**config.mk**
```make
export PLATFORM = sky130hd
export DESIGN_NAME = rtusf_framer
export DESIGN_NICKNAME = d
export VERILOG_FILES = /design/src/verilog/rtusf_pkg.sv /design/src/verilog/rtusf_char_if.sv /design/src/verilog/rtusf_char_phy.sv /design/src/verilog/rtusf_framer.sv
export SDC_FILE = /design/constraint.sdc
export NUM_CORES = 2
export LEC_CHECK = 0
export BUFFER_PORTS_ARGS = -buffer_cell sky130_fd_sc_hd__clkbuf_2
export CAP_MARGIN = 20
export CORE_ASPECT_RATIO = 0.75
export CORE_MARGIN = 3
export CORE_UTILIZATION = 45
export DETAILED_ROUTE_END_ITERATION = 16
export HOLD_SLACK_MARGIN = 0.12
export PLACE_DENSITY_LB_ADDON = 0.08
export REMOVE_ABC_BUFFERS = 1
export SYNTH_ARGS = -nofsm -noshare
export SYNTH_HDL_FRONTEND = slang
export SYNTH_SLANG_ARGS = --single-unit
```
**constraint.sdc**
```tcl
create_clock -name sys_clk -period 6.7 [get_ports sys_clk]
set_clock_uncertainty 0.05 [all_clocks]
set_input_delay 1.005 -clock sys_clk [delete_from_list [all_inputs] [get_ports sys_clk]]
set_output_delay 1.005 -clock sys_clk [all_outputs]
set_load 0.1 [all_outputs]
```
**src/verilog/rtusf_pkg.sv**
```systemverilog
// Notes on behaviour
// - received unit address 0 is a broadcast to every slave.
// - broadcast commands are executed but never answered.
// - a frame addressed to this unit alone gets a reply once its address and function bytes are in.
// - receive error or impossible action yields a fault reply instead.
// - half-duplex; only one party drives the line at a time.
// - character is start bit, eight data bits, parity bit unless parity is off, stop bit.
// - transmitter stays silent 3.5 characters before a new frame.
// - frame ends after 3.5 character times of idle.
// - idle over 3.5 characters mid-frame ends the partial frame; one for this unit with address and function gets a fault reply.
// - bytes after a shorter gap join the previous frame.
// - frame order is address, function, data bytes, two check bytes.
// - function 03h reads parameters, 06h writes one parameter.
// - data field carries N sixteen-bit words as 2*N bytes.
// - 16-bit check value sent low byte first, then high byte.
// - check is reflected CRC-16 from all ones over data bits only.
// - receiver recomputes the check; mismatch marks the frame erroneous.
// - even, odd or no parity; parity mismatch is a communication error.
package rtusf_pkg;
   localparam int unsigned CLK_HZ = 125000000;
   localparam logic [7:0] ADDR_BCAST = 8'h00;
   localparam logic [7:0] ADDR_MAX = 8'hf7;
   localparam logic [7:0] FN_READ = 8'h03;
   localparam logic [7:0] FN_WRITE = 8'h06;
   localparam logic [7:0] EXC_FLAG = 8'h80;
   localparam logic [7:0] EXC_ILLEGAL_FN = 8'h01;
   localparam logic [7:0] EXC_BAD_DATA = 8'h03;
   localparam logic [15:0] CRC_INIT = 16'hffff;
   localparam logic [15:0] CRC_POLY = 16'ha001;
   localparam int unsigned CHAR_BITS = 11;
   localparam int unsigned GAP_HALF_CHARS = 7;
   localparam int unsigned FRAME_MAX = 32;
   localparam int unsigned REQ_LEN = 8;
   localparam int unsigned MAX_WORDS = 16;
   localparam logic [1:0] PAR_NONE = 2'b00;
   localparam logic [1:0] PAR_EVEN = 2'b01;
   localparam logic [1:0] PAR_ODD = 2'b10;
   localparam logic [15:0] DIV_RESET = 16'h0043;

   function automatic logic [15:0] rtusf_crc_step(input logic [15:0] c, input logic [7:0] d);
      logic [15:0] r;
      r = c ^ {8'h00, d};
      for (int i = 0; i < 8; i++) begin
         r = r[0] ? ((r >> 1) ^ CRC_POLY) : (r >> 1);
      end
      return r;
   endfunction : rtusf_crc_step

   function automatic logic rtusf_par_bit(input logic [1:0] mode, input logic [7:0] d);
      return (mode == PAR_ODD) ? ~(^d) : (^d);
   endfunction : rtusf_par_bit
endpackage : rtusf_pkg

```
**src/verilog/rtusf_char_if.sv**
```systemverilog
`timescale 1ns/1ns
interface rtusf_char_if;
   import rtusf_pkg::*;
   logic [15:0] divisor;
   logic [1:0] parity_mode;
   logic rx_line;
   logic tx_line;
   logic tx_drive;
   logic [7:0] rx_byte;
   logic rx_valid;
   logic rx_perr;
   logic [7:0] tx_byte;
   logic tx_valid;
   logic tx_ready;
   logic line_idle;
   logic gap_done;
   modport core (output divisor, parity_mode, tx_byte, tx_valid,
                 input rx_byte, rx_valid, rx_perr, tx_ready, line_idle, gap_done);
   modport phy (input divisor, parity_mode, tx_byte, tx_valid,
                output rx_byte, rx_valid, rx_perr, tx_ready, line_idle, gap_done);
endinterface : rtusf_char_if

```
**src/verilog/rtusf_char_phy.sv**
```systemverilog
`timescale 1ns/1ns
module rtusf_char_phy
   import rtusf_pkg::*;
(
   input wire logic sys_clk, // system clock
   input wire logic rst, // synchronous reset
   input wire logic ce, // clock enable
   input wire logic rx_in, // synchronised line level
   output logic tx_out, // serial line out
   output logic tx_oe, // driver enable
   rtusf_char_if.phy ch // character side
);
   // ----------------------------------------
   // receiver
   // ----------------------------------------
   logic rx_act_reg;
   logic [15:0] rx_cnt_reg;
   logic [3:0] rx_bit_reg;
   logic [9:0] rx_sh_reg;
   logic [19:0] idle_cnt_reg;
   logic [3:0] idle_half_reg;
   logic [15:0] half_div;
   logic [19:0] half_char;

   assign half_div = {1'b0, ch.divisor[15:1]};
   // twenty bits so that slow rates with a large divisor do not wrap the half character
   assign half_char = (20'(ch.divisor) * 20'(CHAR_BITS)) >> 1;

   always_ff @(posedge sys_clk) begin
      if (rst) begin
         rx_act_reg <= 1'b0;
         rx_cnt_reg <= 16'h0000;
         rx_bit_reg <= 4'h0;
         rx_sh_reg <= 10'h000;
         ch.rx_valid <= 1'b0;
         ch.rx_byte <= 8'h00;
         ch.rx_perr <= 1'b0;
      end else if (ce) begin
         ch.rx_valid <= 1'b0;
         if (!rx_act_reg) begin
            if (!rx_in && !tx_oe) begin
               rx_act_reg <= 1'b1;
               rx_cnt_reg <= half_div;
               rx_bit_reg <= 4'h0;
            end
         end else if (rx_cnt_reg != 16'h0000) begin
            rx_cnt_reg <= rx_cnt_reg - 16'h0001;
         end else begin
            rx_cnt_reg <= ch.divisor - 16'h0001;
            if (rx_bit_reg == 4'h0 && rx_in) begin
               rx_act_reg <= 1'b0;
            end else if (rx_bit_reg == 4'(CHAR_BITS - 1) ||
                         (ch.parity_mode == PAR_NONE && rx_bit_reg == 4'(CHAR_BITS - 2))) begin
               rx_act_reg <= 1'b0;
               ch.rx_valid <= 1'b1;
               ch.rx_byte <= (ch.parity_mode == PAR_NONE) ? rx_sh_reg[9:2] : rx_sh_reg[8:1];
               ch.rx_perr <= (ch.parity_mode != PAR_NONE) &&
                  (rx_sh_reg[9] != rtusf_par_bit(ch.parity_mode, rx_sh_reg[8:1])) ||
                  !rx_in;
            end else begin
               rx_sh_reg <= {rx_in, rx_sh_reg[9:1]};
            end
            rx_bit_reg <= rx_bit_reg + 4'h1;
         end
      end
   end

   // ----------------------------------------
   // idle gap, counted in half characters
   // ----------------------------------------
   always_ff @(posedge sys_clk) begin
      if (rst) begin
         idle_cnt_reg <= 20'h00000;
         idle_half_reg <= 4'h0;
         ch.gap_done <= 1'b0;
      end else if (ce) begin
         ch.gap_done <= 1'b0;
         if (rx_act_reg || tx_oe) begin
            idle_cnt_reg <= 20'h00000;
            idle_half_reg <= 4'h0;
         end else if (idle_half_reg != 4'(GAP_HALF_CHARS)) begin
            if (idle_cnt_reg >= half_char - 20'h00001) begin
               idle_cnt_reg <= 20'h00000;
               idle_half_reg <= idle_half_reg + 4'h1;
               ch.gap_done <= (idle_half_reg == 4'(GAP_HALF_CHARS - 1));
            end else begin
               idle_cnt_reg <= idle_cnt_reg + 20'h00001;
            end
         end
      end
   end
   assign ch.line_idle = (idle_half_reg == 4'(GAP_HALF_CHARS));

   // ----------------------------------------
   // transmitter
   // ----------------------------------------
   logic tx_act_reg;
   logic [15:0] tx_cnt_reg;
   logic [3:0] tx_bit_reg;
   logic [10:0] tx_sh_reg;

   assign ch.tx_ready = !tx_act_reg && !rx_act_reg;

   always_ff @(posedge sys_clk) begin
      if (rst) begin
         tx_act_reg <= 1'b0;
         tx_cnt_reg <= 16'h0000;
         tx_bit_reg <= 4'h0;
         tx_sh_reg <= 11'h7ff;
         tx_out <= 1'b1;
         tx_oe <= 1'b0;
      end else if (ce) begin
         if (!tx_act_reg) begin
            tx_out <= 1'b1;
            if (ch.tx_valid && ch.tx_ready) begin
               tx_act_reg <= 1'b1;
               tx_oe <= 1'b1;
               tx_cnt_reg <= ch.divisor - 16'h0001;
               tx_bit_reg <= 4'h0;
               tx_out <= 1'b0;
               tx_sh_reg <= (ch.parity_mode == PAR_NONE) ? {2'b11, 1'b1, ch.tx_byte} :
                  {2'b11, rtusf_par_bit(ch.parity_mode, ch.tx_byte), ch.tx_byte};
            end
         end else if (tx_cnt_reg != 16'h0000) begin
            tx_cnt_reg <= tx_cnt_reg - 16'h0001;
         end else begin
            tx_cnt_reg <= ch.divisor - 16'h0001;
            tx_bit_reg <= tx_bit_reg + 4'h1;
            if (tx_bit_reg == 4'(CHAR_BITS - 1) ||
                (ch.parity_mode == PAR_NONE && tx_bit_reg == 4'(CHAR_BITS - 2))) begin
               tx_act_reg <= 1'b0;
               tx_oe <= ch.tx_valid;
            end else begin
               tx_out <= tx_sh_reg[0];
               tx_sh_reg <= {1'b1, tx_sh_reg[10:1]};
            end
         end
      end
   end
endmodule : rtusf_char_phy

```
**src/verilog/rtusf_framer.sv**
```systemverilog
`timescale 1ns/1ns
module rtusf_framer
   import rtusf_pkg::*;
(
   input wire logic sys_clk, // 125 MHz clock
   input wire logic rst, // synchronous reset, active high
   input wire logic ce, // clock enable, freezes all state
   input wire logic [7:0] unit_addr, // own unit address 1..247
   input wire logic [15:0] baud_div, // clocks per bit
   input wire logic [1:0] parity_mode, // 0 none, 1 even, 2 odd
   input wire logic line_rx, // serial line in
   output logic line_tx, // serial line out
   output logic line_tx_oe, // line driver enable
   output logic [7:0] par_addr_hi, // parameter address high byte
   output logic [7:0] par_addr_lo, // parameter address low byte
   output logic [15:0] par_wdata, // write data
   output logic par_wr, // write strobe, one cycle
   output logic [3:0] par_rd_idx, // read word index
   input wire logic [15:0] par_rdata, // read data for par_rd_idx
   input wire logic par_fault, // action cannot be performed
   output logic frame_err // pulse: frame dropped on error
);
   // ----------------------------------------
   // line input synchroniser
   // ----------------------------------------
   // the master drives the line from its own clock; only rx_s2_reg feeds any logic
   logic rx_s1_reg;
   logic rx_s2_reg;
   rtusf_char_if ch ();

   always_ff @(posedge sys_clk) begin
      if (rst) begin
         rx_s1_reg <= 1'b1;
         rx_s2_reg <= 1'b1;
      end else if (ce) begin
         rx_s1_reg <= line_rx;
         rx_s2_reg <= rx_s1_reg;
      end
   end

   assign ch.divisor = baud_div;
   assign ch.parity_mode = parity_mode;

   rtusf_char_phy u_phy (
      .sys_clk(sys_clk),
      .rst(rst),
      .ce(ce),
      .rx_in(rx_s2_reg),
      .tx_out(line_tx),
      .tx_oe(line_tx_oe),
      .ch(ch)
   );

   // ----------------------------------------
   // frame assembly
   // ----------------------------------------
   typedef enum logic [2:0] {RTUSF_IDLE, RTUSF_RECV, RTUSF_EVAL, RTUSF_EXEC, RTUSF_SEND,
                             RTUSF_CRCL, RTUSF_CRCH} rtusf_state_t;
   rtusf_state_t st_reg;
   // a 16-word read reply needs 35 bytes, more than the request store holds
   logic [7:0] buf_mem [2 * FRAME_MAX];
   logic [5:0] cnt_reg;
   logic perr_reg;
   logic ovf_reg;
   logic [15:0] crc_reg;
   logic [7:0] exc_reg;
   logic [5:0] tx_len_reg;
   logic [5:0] tx_idx_reg;
   logic [15:0] tx_crc_reg;
   logic [7:0] tx_cur;
   logic [7:0] fn;
   logic [15:0] nwords;

   assign fn = buf_mem[1];
   assign nwords = {buf_mem[4], buf_mem[5]};

   always_ff @(posedge sys_clk) begin
      if (rst) begin
         cnt_reg <= 6'h00;
         perr_reg <= 1'b0;
         ovf_reg <= 1'b0;
         crc_reg <= CRC_INIT;
      end else if (ce) begin
         // bytes that arrive while a reply is built or sent are dropped
         if (ch.rx_valid && (st_reg == RTUSF_IDLE || st_reg == RTUSF_RECV)) begin
            if (cnt_reg < 6'(FRAME_MAX)) begin
               buf_mem[cnt_reg[4:0]] <= ch.rx_byte;
               cnt_reg <= cnt_reg + 6'h01;
            end else begin
               ovf_reg <= 1'b1;
            end
            perr_reg <= perr_reg | ch.rx_perr;
            crc_reg <= rtusf_crc_step(crc_reg, ch.rx_byte);
         end else if (st_reg == RTUSF_EVAL || (st_reg == RTUSF_IDLE && ch.gap_done)) begin
            cnt_reg <= 6'h00;
            perr_reg <= 1'b0;
            ovf_reg <= 1'b0;
            crc_reg <= CRC_INIT;
         end
         if (st_reg == RTUSF_EXEC && fn == FN_READ) begin
            buf_mem[2] <= 8'(nwords << 1);
         end
         if (st_reg == RTUSF_SEND && fn == FN_READ && tx_idx_reg > 6'h02 &&
             tx_idx_reg[0]) begin
            buf_mem[tx_idx_reg] <= par_rdata[15:8];
            buf_mem[tx_idx_reg + 6'h01] <= par_rdata[7:0];
         end
      end
   end

   // ----------------------------------------
   // decision and reply
   // ----------------------------------------
   // an own address outside 1..247 never matches, so such a unit stays silent
   logic bcast;
   logic mine;
   assign bcast = (buf_mem[0] == ADDR_BCAST);
   assign mine = (buf_mem[0] == unit_addr) && (unit_addr != ADDR_BCAST) &&
      (unit_addr <= ADDR_MAX);

   assign tx_cur = (tx_idx_reg == 6'h01 && exc_reg != 8'h00) ? (fn | EXC_FLAG) :
      (tx_idx_reg == 6'h02 && exc_reg != 8'h00) ? exc_reg : buf_mem[tx_idx_reg];
   assign ch.tx_byte = (st_reg == RTUSF_CRCL) ? tx_crc_reg[7:0] :
      (st_reg == RTUSF_CRCH) ? tx_crc_reg[15:8] : tx_cur;
   // only the first reply byte waits for the silent gap; the rest follow back to back
   assign ch.tx_valid = (st_reg == RTUSF_SEND || st_reg == RTUSF_CRCL ||
      st_reg == RTUSF_CRCH) && (tx_idx_reg != 6'h00 || ch.line_idle);
   // word index of the byte pair being loaded, two bytes per word after the header
   assign par_rd_idx = 4'((tx_idx_reg - 6'h03) >> 1);
   assign par_addr_hi = buf_mem[2];
   assign par_addr_lo = buf_mem[3];
   assign par_wdata = {buf_mem[4], buf_mem[5]};

   // ----------------------------------------
   // state machine
   // ----------------------------------------

   always_ff @(posedge sys_clk) begin
      if (rst) begin
         st_reg <= RTUSF_IDLE;
         exc_reg <= 8'h00;
         tx_len_reg <= 6'h00;
         tx_idx_reg <= 6'h00;
         tx_crc_reg <= CRC_INIT;
         par_wr <= 1'b0;
         frame_err <= 1'b0;
      end else if (ce) begin
         par_wr <= 1'b0;
         frame_err <= 1'b0;
         case (st_reg)
            RTUSF_IDLE: begin
               if (ch.rx_valid) begin
                  st_reg <= RTUSF_RECV;
               end
            end
            RTUSF_RECV: begin
               if (ch.gap_done) begin
                  st_reg <= RTUSF_EVAL;
               end
            end
            RTUSF_EVAL: begin
               st_reg <= RTUSF_IDLE;
               if (cnt_reg < 6'h04 || crc_reg != 16'h0000 || perr_reg || ovf_reg) begin
                  frame_err <= 1'b1;
                  // once address and function are in, a damaged frame for us is answered
                  if (mine && cnt_reg >= 6'h02) begin
                     exc_reg <= EXC_BAD_DATA;
                     st_reg <= RTUSF_EXEC;
                  end
               end else if (mine || bcast) begin
                  exc_reg <= 8'h00;
                  st_reg <= RTUSF_EXEC;
                  if (fn != FN_READ && fn != FN_WRITE) begin
                     exc_reg <= EXC_ILLEGAL_FN;
                  end else if (cnt_reg != 6'(REQ_LEN) || (fn == FN_READ &&
                     (nwords == 16'h0000 || nwords > 16'(MAX_WORDS)))) begin
                     exc_reg <= EXC_BAD_DATA;
                  end
               end
            end
            RTUSF_EXEC: begin
               tx_idx_reg <= 6'h00;
               tx_crc_reg <= CRC_INIT;
               // a refused action must not reach the parameter store
               if (exc_reg == 8'h00 && fn == FN_WRITE && !par_fault) begin
                  par_wr <= 1'b1;
               end
               if (exc_reg == 8'h00 && par_fault) begin
                  exc_reg <= EXC_BAD_DATA;
               end
               tx_len_reg <= (exc_reg != 8'h00) ? 6'h03 : (fn == FN_WRITE) ? 6'h06 :
                  6'(6'h03 + {nwords[4:0], 1'b0});
               st_reg <= bcast ? RTUSF_IDLE : RTUSF_SEND;
            end
            RTUSF_SEND: begin
               // tx_len_reg was set before a late fault; shorten it to the fault reply
               if (exc_reg != 8'h00 && tx_len_reg != 6'h03) begin
                  tx_len_reg <= 6'h03;
               end
               if (ch.tx_valid && ch.tx_ready) begin
                  tx_crc_reg <= rtusf_crc_step(tx_crc_reg, tx_cur);
                  tx_idx_reg <= tx_idx_reg + 6'h01;
                  if (tx_idx_reg + 6'h01 == tx_len_reg) begin
                     st_reg <= RTUSF_CRCL;
                  end
               end
            end
            RTUSF_CRCL: begin
               if (ch.tx_ready) begin
                  st_reg <= RTUSF_CRCH;
               end
            end
            RTUSF_CRCH: begin
               if (ch.tx_ready) begin
                  st_reg <= RTUSF_IDLE;
               end
            end
            default: begin
               st_reg <= RTUSF_IDLE;
            end
         endcase
      end
   end
endmodule : rtusf_framer

```
# After elaboration in Yosys (flattened, before gate mapping)
# Memory sizes are Yosys's and may differ from the RTL's. A register that Yosys moved wholly into a read port is not among the register bits.
# Cells that the tools add are included.
dict set report totals {
  reg_bits 167
  latch_bits 0
  ramBits 512
  mem_bits_ro 0
  output_inout_bits 40
  word_cells 332
  n_memories 1
}
dict set report classes {
  n_addsub 12
  multipliers 1
  div_mod_pow 0
  magnitude_cmp 7
  n_eq_ne 41
  n_shift 0
  n_mux 130
  bitwise_logic 24
  reduce_logical 87
}
# memory words width read_ports rd_ports_with_merged_regs wr line
set mem_list {}
lappend mem_list {buf_mem 64 8 7 1 2 rtusf_framer.sv:61} ;# logic [7:0] buf_mem [2 * FRAME_MAX];
# cell count
set ops {}
lappend ops {{two-way mux 16 bit} 25}
lappend ops {{two-way mux 8 bit} 11}
lappend ops {{two-way mux 6 bit} 11}
lappend ops {{two-way mux 20 bit} 3}
lappend ops {{two-way mux 1 bit} 49}
lappend ops {{NOT 2 -> 3 bit} 16}
lappend ops {{nonzero test 16 bit} 3}
lappend ops {{subtractor 16 x 1 -> 16 bit, second input constant} 3}
lappend ops {{two-way mux 11 bit} 4}
lappend ops {{two-way mux 4 bit} 9}
lappend ops {{case mux 16 bit (2 select lines)} 1}
lappend ops {{bitwise XOR 16 x 8 -> 16 bit} 2}
lappend ops {{logical AND 1 bit} 25}
lappend ops {{two-way mux 3 bit} 8}
lappend ops {{case mux 6 bit (2 select lines)} 2}
lappend ops {{AND reduction 3 bit} 8}
lappend ops {{case mux 3 bit (7 select lines)} 1}
lappend ops {{adder 20 x 1 -> 20 bit, second input constant} 1}
lappend ops {{>= comparator 20 bit} 1}
lappend ops {{multiplier 16 x 4 -> 20 bit, second input constant} 1}
lappend ops {{subtractor 19 x 1 -> 20 bit, second input constant} 1}
lappend ops {{inequality test 2 x 1 -> 1 bit, second input constant} 9}
lappend ops {{== test 4 bit, second input constant} 4}
lappend ops {{greater-than comparator 16 x 5 -> 1 bit, second input constant} 1}
lappend ops {{50 further kinds} 103}

# Longest topological paths before layout
dict set report logic_depth {
  word_depth 23
  depth_mapped 29
}

# By module
# Synthesis repeated with hierarchy kept, for this count alone.
dict set report unflattened {
  cells_unflattened 3449
  area_unflattened_um2 36565.1
}
# module n_inst cells_per_inst area_each_um2 seq_area_each_um2
set by_module_without_submodules {}
lappend by_module_without_submodules {rtusf_framer 1 2451 28751.3 16716.0}
lappend by_module_without_submodules {rtusf_char_phy 1 998 7813.7 1941.9}

# Worst setup path after synthesis
# OpenSTA, ideal clock, no wires.
dict set report synth_path {
  path_type {input-to-reg}
  from {in baud_div[1]}
  to {reg u_phy.idle_cnt_reg[10]}
  setup_time_ns 0.065
  t_arrival_ns 6.456
  required_ns 6.585
  setup_slack_ns 0.129
  stages 26
  path_cell_list {ha_1 fa_1 ha_1 nor2b_1 o21ai_0 a21boi_1 o21ai_0 a21boi_1 o21ai_0 a21oi_1 o221a_2 or4_1 nor4b_1 a21oi_1 ha_1 a21o_1 a21o_1 a21oi_1 nor2b_1 o21ai_0 nand2b_1 a21oi_1 o211a_1 o21bai_1 clkbuf_1 nor2_1}
}
dict set report synth_via {
  elab_chain_len 6
}
# element line
set synth_rtl {}
lappend synth_rtl {{start: declaration} rtusf_framer.sv:9} ;# input wire logic [15:0] baud_div,
lappend synth_rtl {{multiplier 16 x 4 -> 20 bit} rtusf_char_phy.sv:27} ;# assign half_char = (20'(ch.divisor) * 20'(CHAR_BITS)) >> 1;
lappend synth_rtl {{subtractor 19 x 1 -> 20 bit} rtusf_char_phy.sv:82} ;# if (idle_cnt_reg >= half_char - 20'h00001) begin
lappend synth_rtl {{>= comparator 20 bit} rtusf_char_phy.sv:82}
lappend synth_rtl {{two-way mux 20 bit} rtusf_char_phy.sv:82}
lappend synth_rtl {{two-way mux 20 bit} rtusf_char_phy.sv:81} ;# end else if (idle_half_reg != 4'(GAP_HALF_CHARS)) begin
lappend synth_rtl {{two-way mux 20 bit} rtusf_char_phy.sv:78} ;# if (rx_act_reg || tx_oe) begin
lappend synth_rtl {{end signal: assignment} rtusf_char_phy.sv:87} ;# idle_cnt_reg <= idle_cnt_reg + 20'h00001;
lappend synth_rtl {{end: declaration} rtusf_char_phy.sv:20} ;# logic [19:0] idle_cnt_reg;
# Every way passes these cells. The select of a mux whose other input is x is not followed.
# A chain may end at the register's enable or synchronous reset.

# Worst setup path after layout
dict set report layout_path {
  from {in baud_div[0]}
  to {reg u_phy.idle_half_reg[1]}
}
dict set report layout_via {
  elab_chain_len 5
}
# element line
set layout_rtl {}
lappend layout_rtl {{multiplier 16 x 4 -> 20 bit} rtusf_char_phy.sv:27}
lappend layout_rtl {{subtractor 19 x 1 -> 20 bit} rtusf_char_phy.sv:82}
lappend layout_rtl {{>= comparator 20 bit} rtusf_char_phy.sv:82}
lappend layout_rtl {{nonzero test 2 bit (no line)} n/a}
lappend layout_rtl {{AND reduction 3 bit (no line)} n/a}
lappend layout_rtl {{end signal: assignment} rtusf_char_phy.sv:84} ;# idle_half_reg <= idle_half_reg + 4'h1;
lappend layout_rtl {{end: declaration} rtusf_char_phy.sv:21} ;# logic [3:0] idle_half_reg;
# Every way passes these cells.

==> impl_metrics.ini <==
[status]
status = complete, no violations

[setup_path]
max_stage_delay_ps = 480
cp.arrival_ps = 6730
path_class = in2reg
cp.required_ps = 7220
endpoint_kind = register
cp_max_fo = 8
startpoint_type = input port
cpMaxStageDelayCell = or4_1
critical-path-top-delay-family = simple AND/OR/NAND/NOR gates
critPathMostFrequentCell = buf_4
path_buf_inv = 7

[layout]
fin_area_mm2 = 0.0403
post_route_cells_drive_above_1_share_pct = 15.5
final_common_cell = edfxtp_1
largest_reg_flops = 512
synthToLayoutAreaGrowth_pct = 12.2
fin_nets = 3632
final_cell_mix = edfxtp_1, nand2_1, inv_1, o21ai_0, nor2_1

[sta]
setup_viol = 0
period_share_pct = 92.7
tightest_slew_ps = 1180
timing.fmax_mhz = 161
worst_slack_ps = 491
relSlewSlack_pct = 21.3
fin_hold_ws_ps = 415
rsz0062_at_grt = false
slew_violations = 0
hold_viol = 0
period_needed_ps = 6210

[synthesis]
synth_edf_count = 512
mappedNetlistArea_mm2 = 0.0359
synthArstFlopShare_pct = 0
synth-seq-cells = 676
avgSynthCellArea_um2 = 10.6
synth_ff_type = edfxtp_1
postSynthCellCount = 3390
yosysSeqAreaShare_pct = 52.0
yosys_warnings = 0
synth_area_leaders = edfxtp_1, dfxtp_1, mux4_2
netlist.area_leader.share_pct = 42.8
yosysUniqueCellTypes = 84
yosys.area.top_type = edfxtp_1

[global_routing]
met3_usage_pct = 9.39
grt_pass1_wl_mm = 175
top_usage_layer = met1
overflow = 0
first_global_vias = 25200
grt_usage_pct = 28.5
grt_max_degree = 95
antenna_found_initial = 7
gr-usage-met1_pct = 44.8
grt_use_met2_pct = 38.2

[min_path]
hold_class = reg2reg

[power_and_ir_drop]
total_power_mw = 9.22
p_int_mw = 7.01
p_sw_share_pct = 24.0
power_leakage_nw = 17.5
p_sw_mw = 2.21
power_frac_seq_pct = 48.4
ir_drop_uv = 158
clkPwrFrac_pct = 43.5
combPwrFrac_pct = 8.1
powerDensity_mw_per_mm2 = 229

[cts]
clk_pin_slew_ps = 60
worst_skew_pair.late_latency_ps = 630
postCtsSetupBuffers = 0
cts_inserted_buffers = 73
clockBufferDepth = 3
cts_root_buf = clkbuf_16
cts.htree.levels = 3
cts_tree = done
ctsHoldBuffers = 0
cts_sinks = 676

[placed_design]
hpwl_mm = 84.8
gp_congestion = 0.923
dpl_cell_area_mm2 = 0.0379
pre_cts_slack_ps = -207
numPortBuffers = 86

[floorplan]
die-width_um = 332
start_util_pct = 45.5
fp.dieH_um = 251
rows = 89
die-area_mm2 = 0.0833
core_area_mm2 = 0.0788
ios = 87

[route]
drtIter0Drc = 3345
wl_per_cell_um = 26.1
via_count = 27000
drtPass1Iterations = 5
drc_errors = 0
drt-total-wl_mm = 120
viasPerCell = 5.88
ant_nets = 0

[flow_run]
drv_cap = 0
synthesized netlist by cell type (14+ instances only):
| cell type | instances |
|---|---|
| xnor2_1 | 86 |
| buf_2 | 18 |
| xor2_1 | 59 |
| a211oi_1 | 16 |
| or3_1 | 14 |
| clkbuf_1 | 188 |
| nor3_1 | 58 |
| mux2i_1 | 93 |
| mux4_2 | 111 |
| a21oi_1 | 118 |
| nor4_1 | 23 |
| a311oi_1 | 16 |
| nand2_1 | 388 |
| o211ai_1 | 19 |
| inv_1 | 361 |
| ha_1 | 82 |
| dfxtp_1 | 164 |
| nand2b_1 | 23 |
| a21o_1 | 15 |
| nand4_1 | 28 |
| nor2_1 | 278 |
| mux2_2 | 47 |
| nor2b_1 | 22 |
| and3_1 | 18 |
| o22ai_1 | 30 |
| a22oi_1 | 29 |
| nand3_1 | 71 |
| or2_2 | 14 |
| o21ai_0 | 293 |
| edfxtp_1 | 512 |
cell type report:
type | instances | area, um2
Clock inverter | 40 | 333
Fill cell | 7101 | 38600
Sequential cell | 676 | 18700
Inverter | 364 | 1370
Antenna cell | 3 | 7.51
Multi-Input combinational cell | 2125 | 14900
Tap cell | 1046 | 1310
Clock buffer | 88 | 1960
Timing Repair Buffer | 250 | 1700
power groups by stage:
stage	clock network (mW)	logic [mW]	registers (mW)
after global routing	4.23	0.819	4.46
after detailed placement	0	0.719	4.55
after floorplan	0	0.415	4.55
after global placement	0	0.718	4.55
final	4.01	0.745	4.46
after CTS	4.06	0.727	4.46
cell families after synthesis:
group	Yosys count	synth area share [%]
AOI/OAI and AO/OA	644	10.7
xor gates and xnor gates	147	3.67
adders and majority gates	95	3.58
buffers and inverters	589	6.51
DFF	676	52.0
muxes	255	11.3
and+or+nand+nor	984	12.3
path summary, 6_finish.rpt:
path	slack [ps]	start	end	cells after the start
setup / recovery	490	baud_div[0]	u_phy.idle_half_reg[1]$_SDFFE_PP0P_	28
hold / removal	410	u_phy.tx_sh_reg[7]$_SDFFE_PP1P_	u_phy.tx_sh_reg[7]$_SDFFE_PP1P_	1
setup reg to reg	1080	register	u_phy.tx_sh_reg[8]$_SDFFE_PP1P_	14
hold reg to reg	410	u_phy.tx_sh_reg[7]$_SDFFE_PP1P_	u_phy.tx_sh_reg[7]$_SDFFE_PP1P_	1
stage by stage:
step                std cells  setup TNS (ps)  utilization (%)
global placement         4456           -4720             48.1
floorplan                3165            -205                -
CTS                      4585               0             51.0
global route             4590               0             51.1
detailed placement       4457           -3820             48.1
finish                   4592               0             51.1
metal layers:
metal	up-vias	wire, um
li1	12200	-
met1	13400	56500
met2	1278	47400
met3	133	14100
met4	2	1990
met5	-	13
timing repair:
action,CTS,global route
setup endpoints to repair,0,24
resized for setup,0,3
endpoints found under the hold margin,0,0
Note: power is estimated with default switching activity, not from simulation.
